File: src/shared/cgc_map.vh
// Register map and field positions of the CAN global control block
`ifndef CGC_MAP_VH
`define CGC_MAP_VH
`define CGC_GCON_OFFSET     8'hD8
`define CGC_GSTA_OFFSET     8'hDC
`define CGC_GCON_RESET      8'h00
`define CGC_BIT_SOFT_RST    0
`define CGC_BIT_ENABLE      1
`define CGC_BIT_TEST        2
`define CGC_BIT_LISTEN      3
`define CGC_BIT_CAPSEL      4
`define CGC_BIT_TTM         5
`define CGC_BIT_OVL_REQ     6
`define CGC_BIT_ABORT       7
`define CGC_STA_OVL_STAT    6
`define CGC_STA_EN_FLAG     2
`define CGC_RECESSIVE_RUN   11
`define CGC_RESP_OKAY       2'b00
`define CGC_RESP_SLVERR     2'b10
`endif

File: src/verilog/cgc_can_general_control.v
// CAN global control register with its AXI4-Lite slave and control outputs
// What this block does
// - Eight-bit read/write global control register at 0xD8, reset to zero.
// - Abort request clears both enable registers; transfer in progress completes.
// - Abort leaves page control alone; abort bit stays until software clears.
// - Overload request sends overload frame after next received frame; not self-clearing.
// - Overload frame sending is visible through the status overload flag.
// - Time-triggered bit selects time-triggered mode; zero is event-driven.
// - Capture select: zero captures on start of frame, one on last end bit.
// - Capture select is ignored unless time-triggered mode is active.
// - Listening bit places controller in listening mode.
// - Enable entered only after eleven recessive bits; status flag shows true state.
// - Standby finishes transmission, freezes objects, drives recessive, disables receiver.
// - Soft reset bit self-clears, resets controller only, ORed with hardware reset.
// - Overload status flag high while produced overload frame is sent, no interrupt.
//
// Chosen here: register access over AXI4-Lite.
`timescale 1ns/1ps
`include "cgc_map.vh"
module cgc_can_general_control (
  input  wire        aclk,              // 40 MHz clock
  input  wire        aresetn,           // Sync reset, active low
  input  wire        clk_en,            // Freezes all state when low, except that hardware reset still acts and ctrl_reset still clears the enable flag and run counter
  input  wire [7:0]  s_axi_awaddr,      // Write address
  input  wire        s_axi_awvalid,     // Write address valid
  output reg         s_axi_awready,     // Write address ready
  input  wire [31:0] s_axi_wdata,       // Write data
  input  wire [3:0]  s_axi_wstrb,       // Write strobes
  input  wire        s_axi_wvalid,      // Write data valid
  output reg         s_axi_wready,      // Write data ready
  output reg  [1:0]  s_axi_bresp,       // Write response
  output reg         s_axi_bvalid,      // Write response valid
  input  wire        s_axi_bready,      // Write response ready
  input  wire [7:0]  s_axi_araddr,      // Read address
  input  wire        s_axi_arvalid,     // Read address valid
  output reg         s_axi_arready,     // Read address ready
  output reg  [31:0] s_axi_rdata,       // Read data
  output reg  [1:0]  s_axi_rresp,       // Read response
  output reg         s_axi_rvalid,      // Read response valid
  input  wire        s_axi_rready,      // Read response ready
  input  wire        can_rx_pin,        // Bus level from transceiver, 1 recessive
  input  wire        bit_tick,          // One pulse per sampled bus bit time
  input  wire        frame_rx_done,     // Pulse: a frame was received
  input  wire        tx_active,         // Engine transmitting a frame
  input  wire        ovl_sending,       // Engine sending an overload frame
  output reg         can_tx_pin,        // Bus drive, 1 recessive
  output reg         mob_enable_clear,  // Clear both object enable registers
  output reg         ovl_frame_req,     // Ask engine for overload frame
  output reg         time_triggered_mode, // Time-triggered mode active
  output reg         capture_on_eof,    // Timer captured on last end bit
  output reg         listen_mode,       // Listening mode active
  output reg         test_mode,         // Factory test mode
  output reg         standby,           // Objects frozen, receiver off
  output reg         ctrl_reset,        // Controller reset, soft OR hard
  input  wire        engine_tx_bit      // Engine's wanted bus bit, 1 recessive
);

  reg [7:0] gcon_q;
  reg       en_flag_q;
  reg       ovl_stat_q;
  reg [3:0] rec_cnt_q;
  reg       rx_s1_q;
  reg       rx_s2_q;
  reg       aw_hold_q;
  reg       w_hold_q;
  reg [7:0] awaddr_q;
  reg [7:0] wbyte_q;
  reg       wstrb_q;
  // Decode and status word: overload status at bit 6, enable flag at bit 2
  wire      hw_rst = ~aresetn;
  wire      wr_go  = aw_hold_q & w_hold_q & ~s_axi_bvalid;
  wire      wr_hit = awaddr_q == `CGC_GCON_OFFSET;
  wire      rd_hit = (s_axi_araddr == `CGC_GCON_OFFSET) | (s_axi_araddr == `CGC_GSTA_OFFSET);
  wire [7:0] sta_val = {1'b0, ovl_stat_q, 3'b000, en_flag_q, 2'b00};

  // Last count of the recessive run, cut to the counter width on purpose
  localparam integer REC_LAST_I = `CGC_RECESSIVE_RUN - 1;
  localparam [3:0]   REC_LAST   = REC_LAST_I[3:0];

  // Bus pin passes two flops before use
  always @(posedge aclk) begin
    if (hw_rst) begin
      rx_s1_q <= 1'b1;
      rx_s2_q <= 1'b1;
    end else if (clk_en) begin
      rx_s1_q <= can_rx_pin;
      rx_s2_q <= rx_s1_q;
    end
  end

  // Write channel: address and data taken in either order
  always @(posedge aclk) begin
    if (hw_rst) begin
      s_axi_awready <= 1'b1;
      s_axi_wready  <= 1'b1;
      aw_hold_q     <= 1'b0;
      w_hold_q      <= 1'b0;
      awaddr_q      <= 8'h00;
      wbyte_q       <= 8'h00;
      wstrb_q       <= 1'b0;
      s_axi_bvalid  <= 1'b0;
      s_axi_bresp   <= `CGC_RESP_OKAY;
    end else if (clk_en) begin
      if (s_axi_awvalid && s_axi_awready) begin
        aw_hold_q     <= 1'b1;
        awaddr_q      <= s_axi_awaddr;
        s_axi_awready <= 1'b0;
      end
      if (s_axi_wvalid && s_axi_wready) begin
        w_hold_q     <= 1'b1;
        wbyte_q      <= s_axi_wdata[7:0];
        wstrb_q      <= s_axi_wstrb[0];
        s_axi_wready <= 1'b0;
      end
      // Response only after both halves; a bad address answers SLVERR, no write
      if (wr_go) begin
        s_axi_bvalid <= 1'b1;
        s_axi_bresp  <= wr_hit ? `CGC_RESP_OKAY : `CGC_RESP_SLVERR;
        aw_hold_q    <= 1'b0;
        w_hold_q     <= 1'b0;
      end
      // Readys return only once the response is taken: one write at a time
      if (s_axi_bvalid && s_axi_bready) begin
        s_axi_bvalid  <= 1'b0;
        s_axi_awready <= 1'b1;
        s_axi_wready  <= 1'b1;
      end
    end
  end

  // Control register; soft reset bit stays set one cycle after its write, then clears itself
  always @(posedge aclk) begin
    if (hw_rst) begin
      gcon_q <= `CGC_GCON_RESET;
    end else if (clk_en) begin
      // Only byte lane 0 carries the register; other lanes are ignored
      if (wr_go && wr_hit && wstrb_q) begin
        gcon_q <= wbyte_q;
      end else begin
        gcon_q[`CGC_BIT_SOFT_RST] <= 1'b0;
      end
    end
  end

  // Read channel, one cycle from address to data
  always @(posedge aclk) begin
    if (hw_rst) begin
      s_axi_arready <= 1'b1;
      s_axi_rvalid  <= 1'b0;
      s_axi_rdata   <= 32'h0000_0000;
      s_axi_rresp   <= `CGC_RESP_OKAY;
    end else if (clk_en) begin
      if (s_axi_arvalid && s_axi_arready) begin
        s_axi_arready <= 1'b0;
        s_axi_rvalid  <= 1'b1;
        s_axi_rresp   <= rd_hit ? `CGC_RESP_OKAY : `CGC_RESP_SLVERR;
        if (s_axi_araddr == `CGC_GCON_OFFSET)
          s_axi_rdata <= {24'h00_0000, gcon_q};
        else if (s_axi_araddr == `CGC_GSTA_OFFSET)
          s_axi_rdata <= {24'h00_0000, sta_val};
        else
          s_axi_rdata <= 32'h0000_0000;
      // Address channel held off until the read data is taken
      end else if (s_axi_rvalid && s_axi_rready) begin
        s_axi_rvalid  <= 1'b0;
        s_axi_arready <= 1'b1;
      end
    end
  end

  // Enable only after a run of recessive bits; counter clears while the enable bit is off
  always @(posedge aclk) begin
    if (hw_rst || ctrl_reset) begin
      en_flag_q <= 1'b0;
      rec_cnt_q <= 4'h0;
    end else if (clk_en) begin
      if (!gcon_q[`CGC_BIT_ENABLE]) begin
        if (!tx_active) begin
          en_flag_q <= 1'b0;
        end
        rec_cnt_q <= 4'h0;
      end else if (!en_flag_q && bit_tick) begin
        // A dominant bit restarts the run
        if (!rx_s2_q) begin
          rec_cnt_q <= 4'h0;
        end else if (rec_cnt_q == REC_LAST) begin
          en_flag_q <= 1'b1;
        end else begin
          rec_cnt_q <= rec_cnt_q + 4'h1;
        end
      end
    end
  end

  // Control outputs straight from flops
  always @(posedge aclk) begin
    if (hw_rst) begin
      ovl_stat_q          <= 1'b0;
      can_tx_pin          <= 1'b1;
      mob_enable_clear    <= 1'b0;
      ovl_frame_req       <= 1'b0;
      time_triggered_mode <= 1'b0;
      capture_on_eof      <= 1'b0;
      listen_mode         <= 1'b0;
      test_mode           <= 1'b0;
      standby             <= 1'b1;
      ctrl_reset          <= 1'b1;
    end else if (clk_en) begin
      ctrl_reset          <= gcon_q[`CGC_BIT_SOFT_RST];
      // Status copy lags the engine by one cycle
      ovl_stat_q          <= ovl_sending;
      mob_enable_clear    <= gcon_q[`CGC_BIT_ABORT];
      // Engine latches after next received frame, so a level is enough
      ovl_frame_req       <= gcon_q[`CGC_BIT_OVL_REQ];
      time_triggered_mode <= gcon_q[`CGC_BIT_TTM];
      capture_on_eof      <= gcon_q[`CGC_BIT_TTM] & gcon_q[`CGC_BIT_CAPSEL];
      listen_mode         <= gcon_q[`CGC_BIT_LISTEN];
      test_mode           <= gcon_q[`CGC_BIT_TEST];
      standby             <= ~en_flag_q;
      // Dominant only when enabled and not listening
      can_tx_pin          <= engine_tx_bit | ~en_flag_q | gcon_q[`CGC_BIT_LISTEN];
    end
  end

endmodule

File: config.mk
export PLATFORM = sky130hd
export DESIGN_NAME = cgc_can_general_control
export DESIGN_NICKNAME = d
export VERILOG_FILES = /design/src/verilog/cgc_can_general_control.v
export VERILOG_INCLUDE_DIRS = /design/src /design/src/shared
export SDC_FILE = /design/constraint.sdc
export NUM_CORES = 1
export LEC_CHECK = 0
export BUFFER_PORTS_ARGS = -buffer_cell sky130_fd_sc_hd__buf_2
export CORE_MARGIN = 5
export CORE_UTILIZATION = 48
export CTS_BUF_LIST = sky130_fd_sc_hd__clkbuf_8
export DETAILED_ROUTE_END_ITERATION = 7
export PLACE_DENSITY = 0.82
export SLEW_MARGIN = 20
export SYNTH_ARGS = -nofsm -noshare
export SYNTH_HDL_FRONTEND = slang
export SYNTH_SLANG_ARGS = --single-unit
File: constraint.sdc
create_clock -name aclk -period 1.7 [get_ports aclk]
set_input_delay 0.17 -clock aclk [delete_from_list [all_inputs] [get_ports aclk]]
set_output_delay 0.17 -clock aclk [all_outputs]
set_load 0.01 [all_outputs]
## Word-level counts from Yosys, hierarchy flattened

Index checks and enable logic that the tools add are counted.

| word-level totals | value |
|---|---|
| register bits after elaboration | 85 |
| input port bits | 66 |
| output and inout port bits | 50 |
| logic and storage cells | 105 |

| cells by class | value |
|---|---|
| add/subtract/negate cells | 1 |
| eq/ne operators | 9 |
| mux-type cells | 28 |
| bitwise gates (word level) | 9 |
| reductions and logical operators | 29 |

Operators with widths:

| kind | count |
|---|---|
| $eq 8x8->1 const B | 3 |
| $reduce_and 2->1 | 11 |
| $mux 1 | 20 |
| $mux 4 | 4 |
| $reduce_bool 2->1 | 6 |
| $logic_and 1x1->1 | 8 |
| $mux 8 | 1 |
| $ne 2x1->1 const B | 4 |
| $mux 7 | 1 |
| $reduce_and 5->1 | 1 |
| $add 4x1->4 const B | 1 |
| $eq 4x4->1 const B | 1 |
| $mux 2 | 2 |
| $and 1x1->1 | 3 |
| $ne 3x3->1 const B | 1 |
| $not 1->1 | 3 |
| $or 1x1->1 | 3 |
| $reduce_and 3->1 | 1 |
| $logic_not 1->1 | 1 |
| $logic_or 1x1->1 | 1 |

## Logic depth before layout (Yosys ltp)

Gate-level depths: netlist of the first run.

| logic depth | value |
|---|---|
| depth in word-level cells | 5 |
| depth in mapped cells | 6 |
| depth with buffers taken out | 6 |

## Worst setup path before layout of the first run

Ideal clock, no wire load.

| timing path | value |
|---|---|
| path kind | register to register |
| start | register rec_cnt_q[0] |
| end | register rec_cnt_q[2] |
| setup time | 57 ps |
| arrival time | 1,367 ps |
| data required time | 1,643 ps |
| slack | 276 ps |
| cell stages (with the launch flop) | 7 |
| buffers on the path | 0 |
| period minus slack after synthesis | 1,424 ps |
| path through | dfxtp_1 inv_1 ha_1 and2_1 a221oi_2 and3_1 o21ba_2 |

| between the ends | value |
|---|---|
| word-level cells in the longest chain between the ends | 5 |
| elaborated cells between the ends (all ways) | 8 |
| classes of those cells | 1 x add/sub; 2 x eq/ne; 4 x mux; 1 x reduce/logical |

RTL lines:

| what | line | source |
|---|---|---|
| from (decl) | cgc_can_general_control.v:61 | `reg [3:0] rec_cnt_q;` |
| from (signal assigned) | cgc_can_general_control.v:189 | `rec_cnt_q <= rec_cnt_q + 4'h1;` |
| $add 4x1->4 | cgc_can_general_control.v:189 |  |
| $mux 4 | cgc_can_general_control.v:186 | `end else if (rec_cnt_q == REC_LAST) begin` |
| $mux 4 | cgc_can_general_control.v:184 | `if (!rx_s2_q) begin` |
| $mux 4 | cgc_can_general_control.v:182 | `end else if (!en_flag_q && bit_tick) begin` |
| $mux 4 | cgc_can_general_control.v:177 | `` if (!gcon_q[`CGC_BIT_ENABLE]) begin `` |

Parallel ways exist; a longest one is shown, timed or not. The select of a mux whose other input is x is not followed.
A chain may end at the register's enable or synchronous reset.

## Final worst setup path of the first run

Same ends and word-level chain as after synthesis.

==> metrics.yaml, run 1 <==
run_status:
  status: "finished, final reports clean"
yosys:
  yosys_register_bits: 59
  avgSynthCellArea_um2: 9.13
  ys_seq_area_share_pct: 46.4
  synth_top_area_share_pct: 46.4
  synth-simple-area-share_pct: 21.1
  synth_compound_area_share_pct: 15.6
  synth_xor_area_share_pct: 0.688
  syn_area_mm2: 0.00255
  async_flop_share_pct: 0
  synth_adder_area_share_pct: 0.982
  synth.top_cells.by_count: "59 x dfxtp_1, 57 x nand2_1, 27 x buf_4, 21 x a21boi_0, 15 x nand3_1"
  yosysTopAreaCell: "dfxtp_1"
  ys.warnings.count: 0
  synth_top_family_by_area: "simple AND/OR/NAND/NOR gates"
  postSynthCellCount: 279
  synthMostInstantiatedCell: "dfxtp_1"
  synth_mux_area_share_pct: 4.42
  netlist_top_cells_area: "dfxtp_1 46%, nand2_1 8.4%, buf_4 8.0%"
  synth_flop_cell: "dfxtp_1"
  synth_edf_count: 0
  ys_types: 41
grt:
  overflow: 0
  grt_max_degree: 33
  grt_use_total_pct: 15.5
  grt_pass1_wl_mm: 8.75
  antenna_found_initial: 0
  grt_pass1_vias: 1924
clocking:
  clk_pin_slew_worst_paths_ns: 0.06
  clock_latency_ns: 0.33
  clock_path_buffers: 2
  cts_tree: "built"
  cts_resized: 0
  cts-htree-levels: 3
  cts_made_buffers: 9
  cts_setup_buffers: 0
  cts_root_buffer: "clkbuf_8"
  cts_sinks: 59
  holdBufCountCts: 0
finish:
  drive_gt1_share_pct: 26.0
  syn2layout_area_growth_pct: 16.8
  diodes: 0
  fin_area_mm2: 0.00298
  nets: 407
detailed_routing:
  firstDrtPassIters: 4
  drt_iter0_markers: 67
  wirelength_mm: 5.11
  routedWlPerCell_um: 12.4
  final_antenna_net_count: 0
  vias: 1994
  vias_per_cell: 4.84
  post-route-drc-count: 0
sta:
  post-route-min-period_ns: 1.51
  setup_tns_ns: 0
  slew_violations: 0
  min_period_over_period_pct: 88.9
  whs_ns: 0.0770
  setup_viol: 0
  hold_viol: 0
  max_freq_ghz: 0.662
  clock_skew_ns: 0.00661
  rsz0062_at_grt: "no"
die:
  coreArea_mm2: 0.00514
  dieArea_mm2: 0.00686
  die_y_um: 82.9
  initial_utilization_pct: 49.6
  io-pin-count: 116
  fp.dieW_um: 82.9
  fp-row-count: 26
placement:
  gp_congestion: 0.778
  dp_hpwl_mm: 3.84
  io_buffers: 61
  place_area_mm2: 0.00280
setup_path:
  crit_buf_inv: 1
  r2r_setup_slack_ns: 0.19
  worst-path-max-fanout: 4
  criticalPathCategory: "flop to flop"
  crit_path_end_kind: "flop"
  crit_family: "compound AO/OA/AOI/OAI gates"
  max_stage_delay_ns: 0.39
  worstPathRequired_ns: 1.98
  worstPathArrival_ns: 1.79
  crit_chain: "inv_1, ha_1, and2_1, a221oi_4, and3_1, o21ba_2"
  startpoint_type: "flop"
  cp_slowest_cell: "dfxtp_1"
power:
  power_density_mw_per_mm2: 923
  leakagePower_uw: 0.00133
  vdd_drop_max_mv: 0.418
run:
  max-cap-violations: 0
min_path:
  hold_path.class: "primary input to flop"
[worst register-to-register path, stage by stage, from the launching register on]
cell	delay (ns)
dfxtp_1	0.39
inv_1	0.06
ha_1	0.19
and2_1	0.19
a221oi_4	0.33
and3_1	0.20
o21ba_2	0.11
[where the power goes]
part / leakage (uW) / switching (uW) / internal (uW)
logic: 0.000760 / 132 / 93.0
registers: 0.000479 / 24.3 / 1420
clock network: 0.0000908 / 494 / 583
total: 0.00133 / 651 / 2100
[through the flow]
step,utilization [%],power [uW],worst slack (ns),instances
after floorplan,-,1660,0.276,304
after global placement,54.5,1690,0.193,398
after detailed placement,54.5,1700,0.140,398
after CTS,57.7,2780,0.123,412
after global routing,57.9,2880,0.0539,412
final,57.9,2750,0.189,412
[sequential cells by signal, indices dropped and copies added (netlist names), 4 cells and up]
name / cells
rec_cnt_q: 4
awaddr_q: 8
s_axi_rdata: 8
wbyte_q: 8
gcon_q: 8
[routing by layer]
layer | GRT usage [%] | part of all wire [%] | up-vias | routed length (um)
li1 | - | - | 1016 | -
met1 | 17.8 | 44 | 911 | 2240
met2 | 25.5 | 47 | 59 | 2410
met3 | 5.64 | 7.0 | 8 | 358
met4 | 7.13 | 1.9 | 0 | 99
met5 | 0 | 0 | - | 0
[cell type report]
cell class                      count  area, um2
Clock inverter                      3       15.0
Tap cell                           70       87.6
Clock buffer                       11        151
Inverter                            2       7.51
Timing Repair Buffer               65        335
Sequential cell                    59       1180
Fill cell                         480       2160
Multi-Input combinational cell    202       1200
[placed cells by master (no fill, tap or decap), drive strengths merged, types with 2 or more instances in the layout]
cell,synthesis,layout
buf,35,65
a21o,3,3
xnor2,2,2
a22o,6,6
nand4,3,3
inv,2,2
nor2b,8,8
and2,2,2
o211a,3,3
a21boi,21,21
and4b,3,3
clkbuf,6,11
dfxtp,59,59
conb,1,26
nand2b,4,4
o21ai,11,11
nor2,7,7
and3,4,4
ha,2,2
a21oi,3,3
nand3,15,15
nand2,57,57
mux2,2,2
mux2i,9,9
clkinv,0,3
[path summary, 6_finish.rpt]
kind                                    start            to  cells after the start
worst max-delay path             rec_cnt_q[0]  rec_cnt_q[2]                      6
worst max register to register   rec_cnt_q[0]  rec_cnt_q[2]                      6
worst min-delay path            engine_tx_bit    can_tx_pin                      3
worst min register to register     wbyte_q[4]     gcon_q[4]                      2
[kinds of logic (layout without fill, tap and decap cells)]
logic type	Yosys count	after routing
AND/OR/NAND/NOR	107	107
buffers and inverters	43	81
flip-flops	59	59
XOR/XNOR	2	2
adder cells (fa/ha/maj)	2	2
multiplexers	11	11
other	1	26
AO/OA/AOI/OAI	54	54
(Power assumes the default switching activity.)
==> run 2: changes to the inputs <==
--- a/config.mk
+++ b/config.mk
@@ -6,12 +6,12 @@
 export SDC_FILE = /design/constraint.sdc
 export NUM_CORES = 1
 export LEC_CHECK = 0
-export BUFFER_PORTS_ARGS = -buffer_cell sky130_fd_sc_hd__buf_2
+export BUFFER_PORTS_ARGS = -buffer_cell sky130_fd_sc_hd__clkbuf_2
 export CORE_MARGIN = 5
 export CORE_UTILIZATION = 48
 export CTS_BUF_LIST = sky130_fd_sc_hd__clkbuf_8
 export DETAILED_ROUTE_END_ITERATION = 7
-export PLACE_DENSITY = 0.82
+export PLACE_DENSITY = 0.84
 export SLEW_MARGIN = 20
 export SYNTH_ARGS = -nofsm -noshare
 export SYNTH_HDL_FRONTEND = slang
==> metrics.yaml, run 2 (synthesis results as in run 1) <==
clocking:
  clock_latency_ns: 0.34  # about the same
  cts_root_buffer: "clkbuf_8"
  cts_resized: 0  # unchanged
  holdBufCountCts: 0  # unchanged
  cts_made_buffers: 9  # unchanged
  clock_path_buffers: 2  # unchanged
  cts_setup_buffers: 0  # unchanged
  cts_tree: "built"
  clk_pin_slew_worst_paths_ns: 0.07  # about the same
  cts_sinks: 59  # unchanged
  cts-htree-levels: 3  # unchanged
sta:
  min_period_over_period_pct: 94.1  # +5.3 points
  max_freq_ghz: 0.625  # -5.6%
  rsz0062_at_grt: "no"
  setup_tns_ns: 0  # unchanged
  slew_violations: 0  # unchanged
  setup_viol: 0  # unchanged
  clock_skew_ns: 0.00814  # +0.00153 ns
  hold_viol: 0  # unchanged
  post-route-min-period_ns: 1.60  # +0.0893 ns
grt:
  grt_max_degree: 30  # -9.1%
  grt_pass1_vias: 1988  # +3.3%
  top_usage_layer: "met2"
  grt_use_total_pct: 16.5  # +1.0 points
  grt_util_met3_pct: 7.23  # +1.6 points
  met1_usage_pct: 18.6  # +0.79 points
  grt_pass1_wl_mm: 9.21  # +5.3%
  antenna_found_initial: 0  # unchanged
  overflow: 0  # unchanged
  gr-usage-met2_pct: 27.2  # +1.7 points
die:
  dieArea_mm2: 0.00686  # unchanged
  fp-row-count: 26  # unchanged
  initial_utilization_pct: 49.6  # unchanged
  coreArea_mm2: 0.00514  # unchanged
  io-pin-count: 116  # unchanged
  fp.dieW_um: 82.9  # unchanged
  die_y_um: 82.9  # unchanged
detailed_routing:
  vias_per_cell: 4.89  # +1.1%
  drt_iter0_markers: 79  # +18%
  post-route-drc-count: 0  # unchanged
  firstDrtPassIters: 4  # unchanged
  vias: 2031  # +1.9%
  wirelength_mm: 5.41  # +5.8%
  routedWlPerCell_um: 13.0  # +5.0%
  final_antenna_net_count: 0  # unchanged
finish:
  drive_gt1_share_pct: 26.4  # +0.35 points
  syn2layout_area_growth_pct: 19.6
  nets: 408  # +0.25%
  final_common_cell: "clkbuf_2"
  regArea_mm2: 0.00118  # unchanged
  fin_util_pct: 59.3  # +1.4 points
  layout_common_cells: "61 x clkbuf_2, 59 x dfxtp_1, 57 x nand2_1"
  diodes: 0  # unchanged
  fill_cells: 490  # +2.1%
  multiInputGateArea_mm2: 0.00119  # -0.94%
  instances_no_fill: 415  # +0.73%
  fin_area_mm2: 0.00305  # +2.4%
power:
  power_uw: 3110  # +13%
  seqPwrFrac_pct: 46.4  # -6.2 points
  vdd_drop_max_mv: 0.535  # +28%
  p_comb_share_pct: 7.4  # -0.8 points
  switchingPower_uw: 701  # +7.6%
  clockPowerShare_pct: 46.2  # +7.0 points
  power_density_mw_per_mm2: 1020  # +11%
  cell_internal_pwr_uw: 2410  # +15%
  switching_share_pct: 22.5  # -1.2 points
  leakagePower_uw: 0.00136  # +2.6%
placement:
  dp_hpwl_mm: 3.91  # +1.9%
  place_area_mm2: 0.00282  # +0.72%
  io_buffers: 61  # unchanged
  gp_congestion: 0.815  # +4.7%
  dp.cells: 399  # +0.25%
run:
  max-cap-violations: 0  # unchanged
setup_path:
  startpoint_type: "flop"
  worstPathRequired_ns: 1.99  # about the same
  endpoint: "rec_cnt_q[2]"
  crit_path_end_kind: "flop"
  criticalPathCategory: "flop to flop"
  worst-path-max-fanout: 4  # unchanged
  r2r_setup_slack_ns: 0.1  # -0.09 ns
  worstReg2RegStart: "rec_cnt_q[0]"
  timing.rr.end: "rec_cnt_q[2]"
  rr_worst_depth: 6  # unchanged
  crit_path_start: "rec_cnt_q[0]"
  worstPathArrival_ns: 1.89  # +0.10 ns
run_status:
  status: "finished, final reports clean"
min_path:
  hold_path.class: "primary input to flop"
[run 2: cell count changes in the layout (fill, tap and decap cells not counted), sizes merged]
| cell | change |
|---|---|
| buf | -60 |
| bufinv | +2 |
| clkbuf | +61 |
| clkinv | -2 |
| clkinvlp | +1 |
| inv | +1 |
[run 2: metrics by stage]
stage | hold slack (ns) | setup WS, ns
final | 0.0510 | 0.0996
after global routing | 0.0496 | 0.0121
after CTS | 0.0336 | 0.0996
after global placement | 0.390 | 0.204
after floorplan | 0.298 | 0.276
after detailed placement | 0.392 | 0.116
[run 2: routing by layer]
metal | part of all wire [%] | wire [um] | up-vias
met5 | 0 | 0 | -
met4 | 1.8 | 97 | 0
met3 | 7.4 | 400 | 9
met2 | 48 | 2580 | 61
met1 | 43 | 2330 | 938
li1 | - | - | 1023
[run 2: worst max-delay path, cell delays in order (launching register included)]
cell and delay, ns:
dfxtp_1 0.40, inv_1 0.07, ha_1 0.19, and2_1 0.17
a221oi_2 0.39, and3_1 0.21, o21ba_2 0.12
[run 2: layout make-up]
cell class / instances / share of cell area [%]
inverter: 2 / 0.246
clock inverter: 5 / 2.51
clock buffer: 11 / 4.97
sequential: 59 / 38.8
timing repair buffer: 66 / 11.7
multi-input combinational: 202 / 39.0
tap: 70 / 2.87
[run 2: worst min-delay path by stage]
stage	startpoint	to	slack, ns	cells past startpoint
detailed placement	can_rx_pin	rx_s1_q	0.39	3
CTS	can_rx_pin	rx_s1_q	0.03	3
finish	can_rx_pin	rx_s1_q	0.05	3
global route	s_axi_awaddr[5]	awaddr_q[5]	0.05	3
global placement	can_rx_pin	rx_s1_q	0.39	3
floorplan	can_rx_pin	rx_s1_q	0.30	2
[run 2: power groups by stage]
stage | sequential [uW] | clock (uW) | combinational [uW]
6_report | 1440 | 1440 | 230
5_1_grt | 1450 | 1530 | 256
4_1_cts | 1440 | 1460 | 229
3_5_place_dp | 1480 | 0 | 227
3_3_place_gp | 1470 | 0 | 223
2_1_floorplan | 1470 | 0 | 185
==> run 3: changes to the inputs <==
==> constraint.sdc (replaced) <==
create_clock -name aclk -period 1.6 [get_ports aclk]
set_input_delay 0.16 -clock aclk [delete_from_list [all_inputs] [get_ports aclk]]
set_output_delay 0.16 -clock aclk [all_outputs]
set_load 0.01 [all_outputs]
==> metrics.yaml, run 3 (synthesis results as in run 1) <==
power:
  clockPowerShare_pct: 44.8  # -1.4 points
  p_comb_share_pct: 7.7  # +0.3 points
  vdd_drop_max_mv: 0.514  # -3.9%
  switchingPower_uw: 756  # +7.9%
  power_density_mw_per_mm2: 1050  # +3.1%
  cell_internal_pwr_uw: 2470  # +2.4%
  seqPwrFrac_pct: 47.5  # +1.1 points
  switching_share_pct: 23.4  # +0.92 points
  leakagePower_uw: 0.00137  # +0.76%
finish:
  layout_common_cells: "61 x clkbuf_2, 59 x dfxtp_1, 57 x nand2_1"
  drive_gt1_share_pct: 26.5  # +0.14 points
  fill_cells: 485  # -1.0%
  diodes: 0  # unchanged
  syn2layout_area_growth_pct: 20.2
  final_common_cell: "clkbuf_2"
  nets: 410  # +0.49%
clocking:
  clock_latency_ns: 0.34  # about the same
  cts-htree-levels: 3  # unchanged
  clk_pin_slew_worst_paths_ns: 0.07  # about the same
  cts_resized: 0  # unchanged
  clock_path_buffers: 2  # unchanged
  cts_setup_buffers: 0  # unchanged
  cts_tree: "built"
  holdBufCountCts: 0  # unchanged
  cts_sinks: 59  # unchanged
  cts_made_buffers: 9  # unchanged
  cts_root_buffer: "clkbuf_8"
detailed_routing:
  vias: 2007  # -1.2%
  routedWlPerCell_um: 12.9  # -0.88%
  firstDrtPassIters: 4  # unchanged
  final_antenna_net_count: 0  # unchanged
  vias_per_cell: 4.81  # -1.7%
  post-route-drc-count: 0  # unchanged
  drt_iter0_markers: 78  # -1.3%
  wirelength_mm: 5.39  # -0.41%
placement:
  io_buffers: 61  # unchanged
  dp_hpwl_mm: 3.99  # +2.0%
  gp_congestion: 0.848  # +4.0%
setup_path:
  cp_num_cells: 6  # unchanged
  crit_path_end_kind: "flop"
  worstPathArrival_ns: 1.75  # -0.14 ns
  worstPathRequired_ns: 1.89  # -0.10 ns
  cp_slowest_cell: "a221oi_4"
  max_stage_delay_ns: 0.34  # -0.06 ns
  crit_chain: "inv_1, ha_1, and2_1, a221oi_4, and3_1, o21ba_2"
  startpoint_type: "flop"
  worst-path-max-fanout: 4  # unchanged
  crit_buf_inv: 1  # unchanged
  crit_family: "compound AO/OA/AOI/OAI gates"
  rr_worst_depth: 6  # unchanged
  criticalPathCategory: "flop to flop"
sta:
  clock_skew_ns: 0.00946  # +0.00132 ns
  setup_viol: 0  # unchanged
  post-route-min-period_ns: 1.47  # -0.134 ns
  rsz0062_at_grt: "no"
  whs_ns: 0.0408  # -0.0102 ns
  min_period_over_period_pct: 91.7  # -2.5 points
  setup_tns_ns: 0  # unchanged
  slew_violations: 0  # unchanged
  hold_viol: 0  # unchanged
  max_freq_ghz: 0.682  # +9.1%
grt:
  grt_pass1_vias: 1981  # -0.35%
  grt_max_degree: 28  # -6.7%
  overflow: 0  # unchanged
  grt_use_total_pct: 16.3  # -0.21 points
  grt_pass1_wl_mm: 9.14  # -0.75%
  antenna_found_initial: 0  # unchanged
die:
  coreArea_mm2: 0.00514  # unchanged
  io-pin-count: 116  # unchanged
  initial_utilization_pct: 49.6  # unchanged
  fp.dieW_um: 82.9  # unchanged
  fp-row-count: 26  # unchanged
  die_y_um: 82.9  # unchanged
  dieArea_mm2: 0.00686  # unchanged
run_status:
  status: "finished, final reports clean"
run:
  max-cap-violations: 0  # unchanged
min_path:
  hold_path.class: "primary input to flop"
  whs_path_depth: 3  # unchanged
-- run 3: cell count changes in the layout (fill, tap and decap cells not counted) --
cell	previous run	this run
a221oi_2	1	0
nand4_4	0	1
nand4_2	1	0
buf_4	4	6
clkinv_2	1	2
clkbuf_8	11	9
inv_1	3	4
a221oi_4	0	1
-- run 3: area by class of cell --
cell class / count / area [um2] / share of cell area (%)
Clock buffer: 9 / 124 / 4.04
Sequential cell: 59 / 1180 / 38.6
Clock inverter: 7 / 85.1 / 2.78
Multi-Input combinational cell: 202 / 1210 / 39.4
Inverter: 2 / 7.51 / 0.245
Tap cell: 70 / 87.6 / 2.86
Timing Repair Buffer: 68 / 370 / 12.1
-- run 3: per-layer routing --
metal,vias to the layer above,share of wire [%],GRT usage [%]
met5,-,0,0
met2,59,48,27.1
met1,916,44,18.5
met3,9,6.9,7.33
met4,0,1.1,5.35
li1,1023,-,-
-- run 3: final timing paths --
path         slack, ns            to         start
max               0.13  rec_cnt_q[2]  rec_cnt_q[0]
min               0.04       rx_s1_q    can_rx_pin
min reg2reg       0.46   awaddr_q[3]   awaddr_q[3]
max reg2reg       0.13  rec_cnt_q[2]  rec_cnt_q[0]
-- run 3: through the flow --
stage / total power, uW / worst slack (ns) / utilization, % / cell area [um2] / instances
2_1_floorplan: 1760 / 0.176 / - / 2640 / 304
3_3_place_gp: 1800 / 0.167 / 55.1 / 2830 / 401
3_5_place_dp: 1810 / 0.0973 / 55.1 / 2830 / 401
4_1_cts: 3250 / 0.0779 / 59.2 / 3040 / 417
5_1_grt: 3360 / 0.0449 / 59.6 / 3060 / 417
6_report: 3230 / 0.134 / 59.6 / 3060 / 417
-- run 3: worst reg2reg max path, cell delays in order (launching register included) --
cell	delay [ns]
dfxtp_1	0.33
inv_1	0.05
ha_1	0.19
and2_1	0.19
a221oi_4	0.34
and3_1	0.21
o21ba_2	0.11
-- run 3: power by group through the flow --
stage / Combinational [uW] / Clock, uW / Sequential, uW
finish: 247 / 1450 / 1530
global route: 276 / 1540 / 1540
CTS: 245 / 1470 / 1530
detailed placement: 244 / 0 / 1570
global placement: 238 / 0 / 1560
floorplan: 197 / 0 / 1570
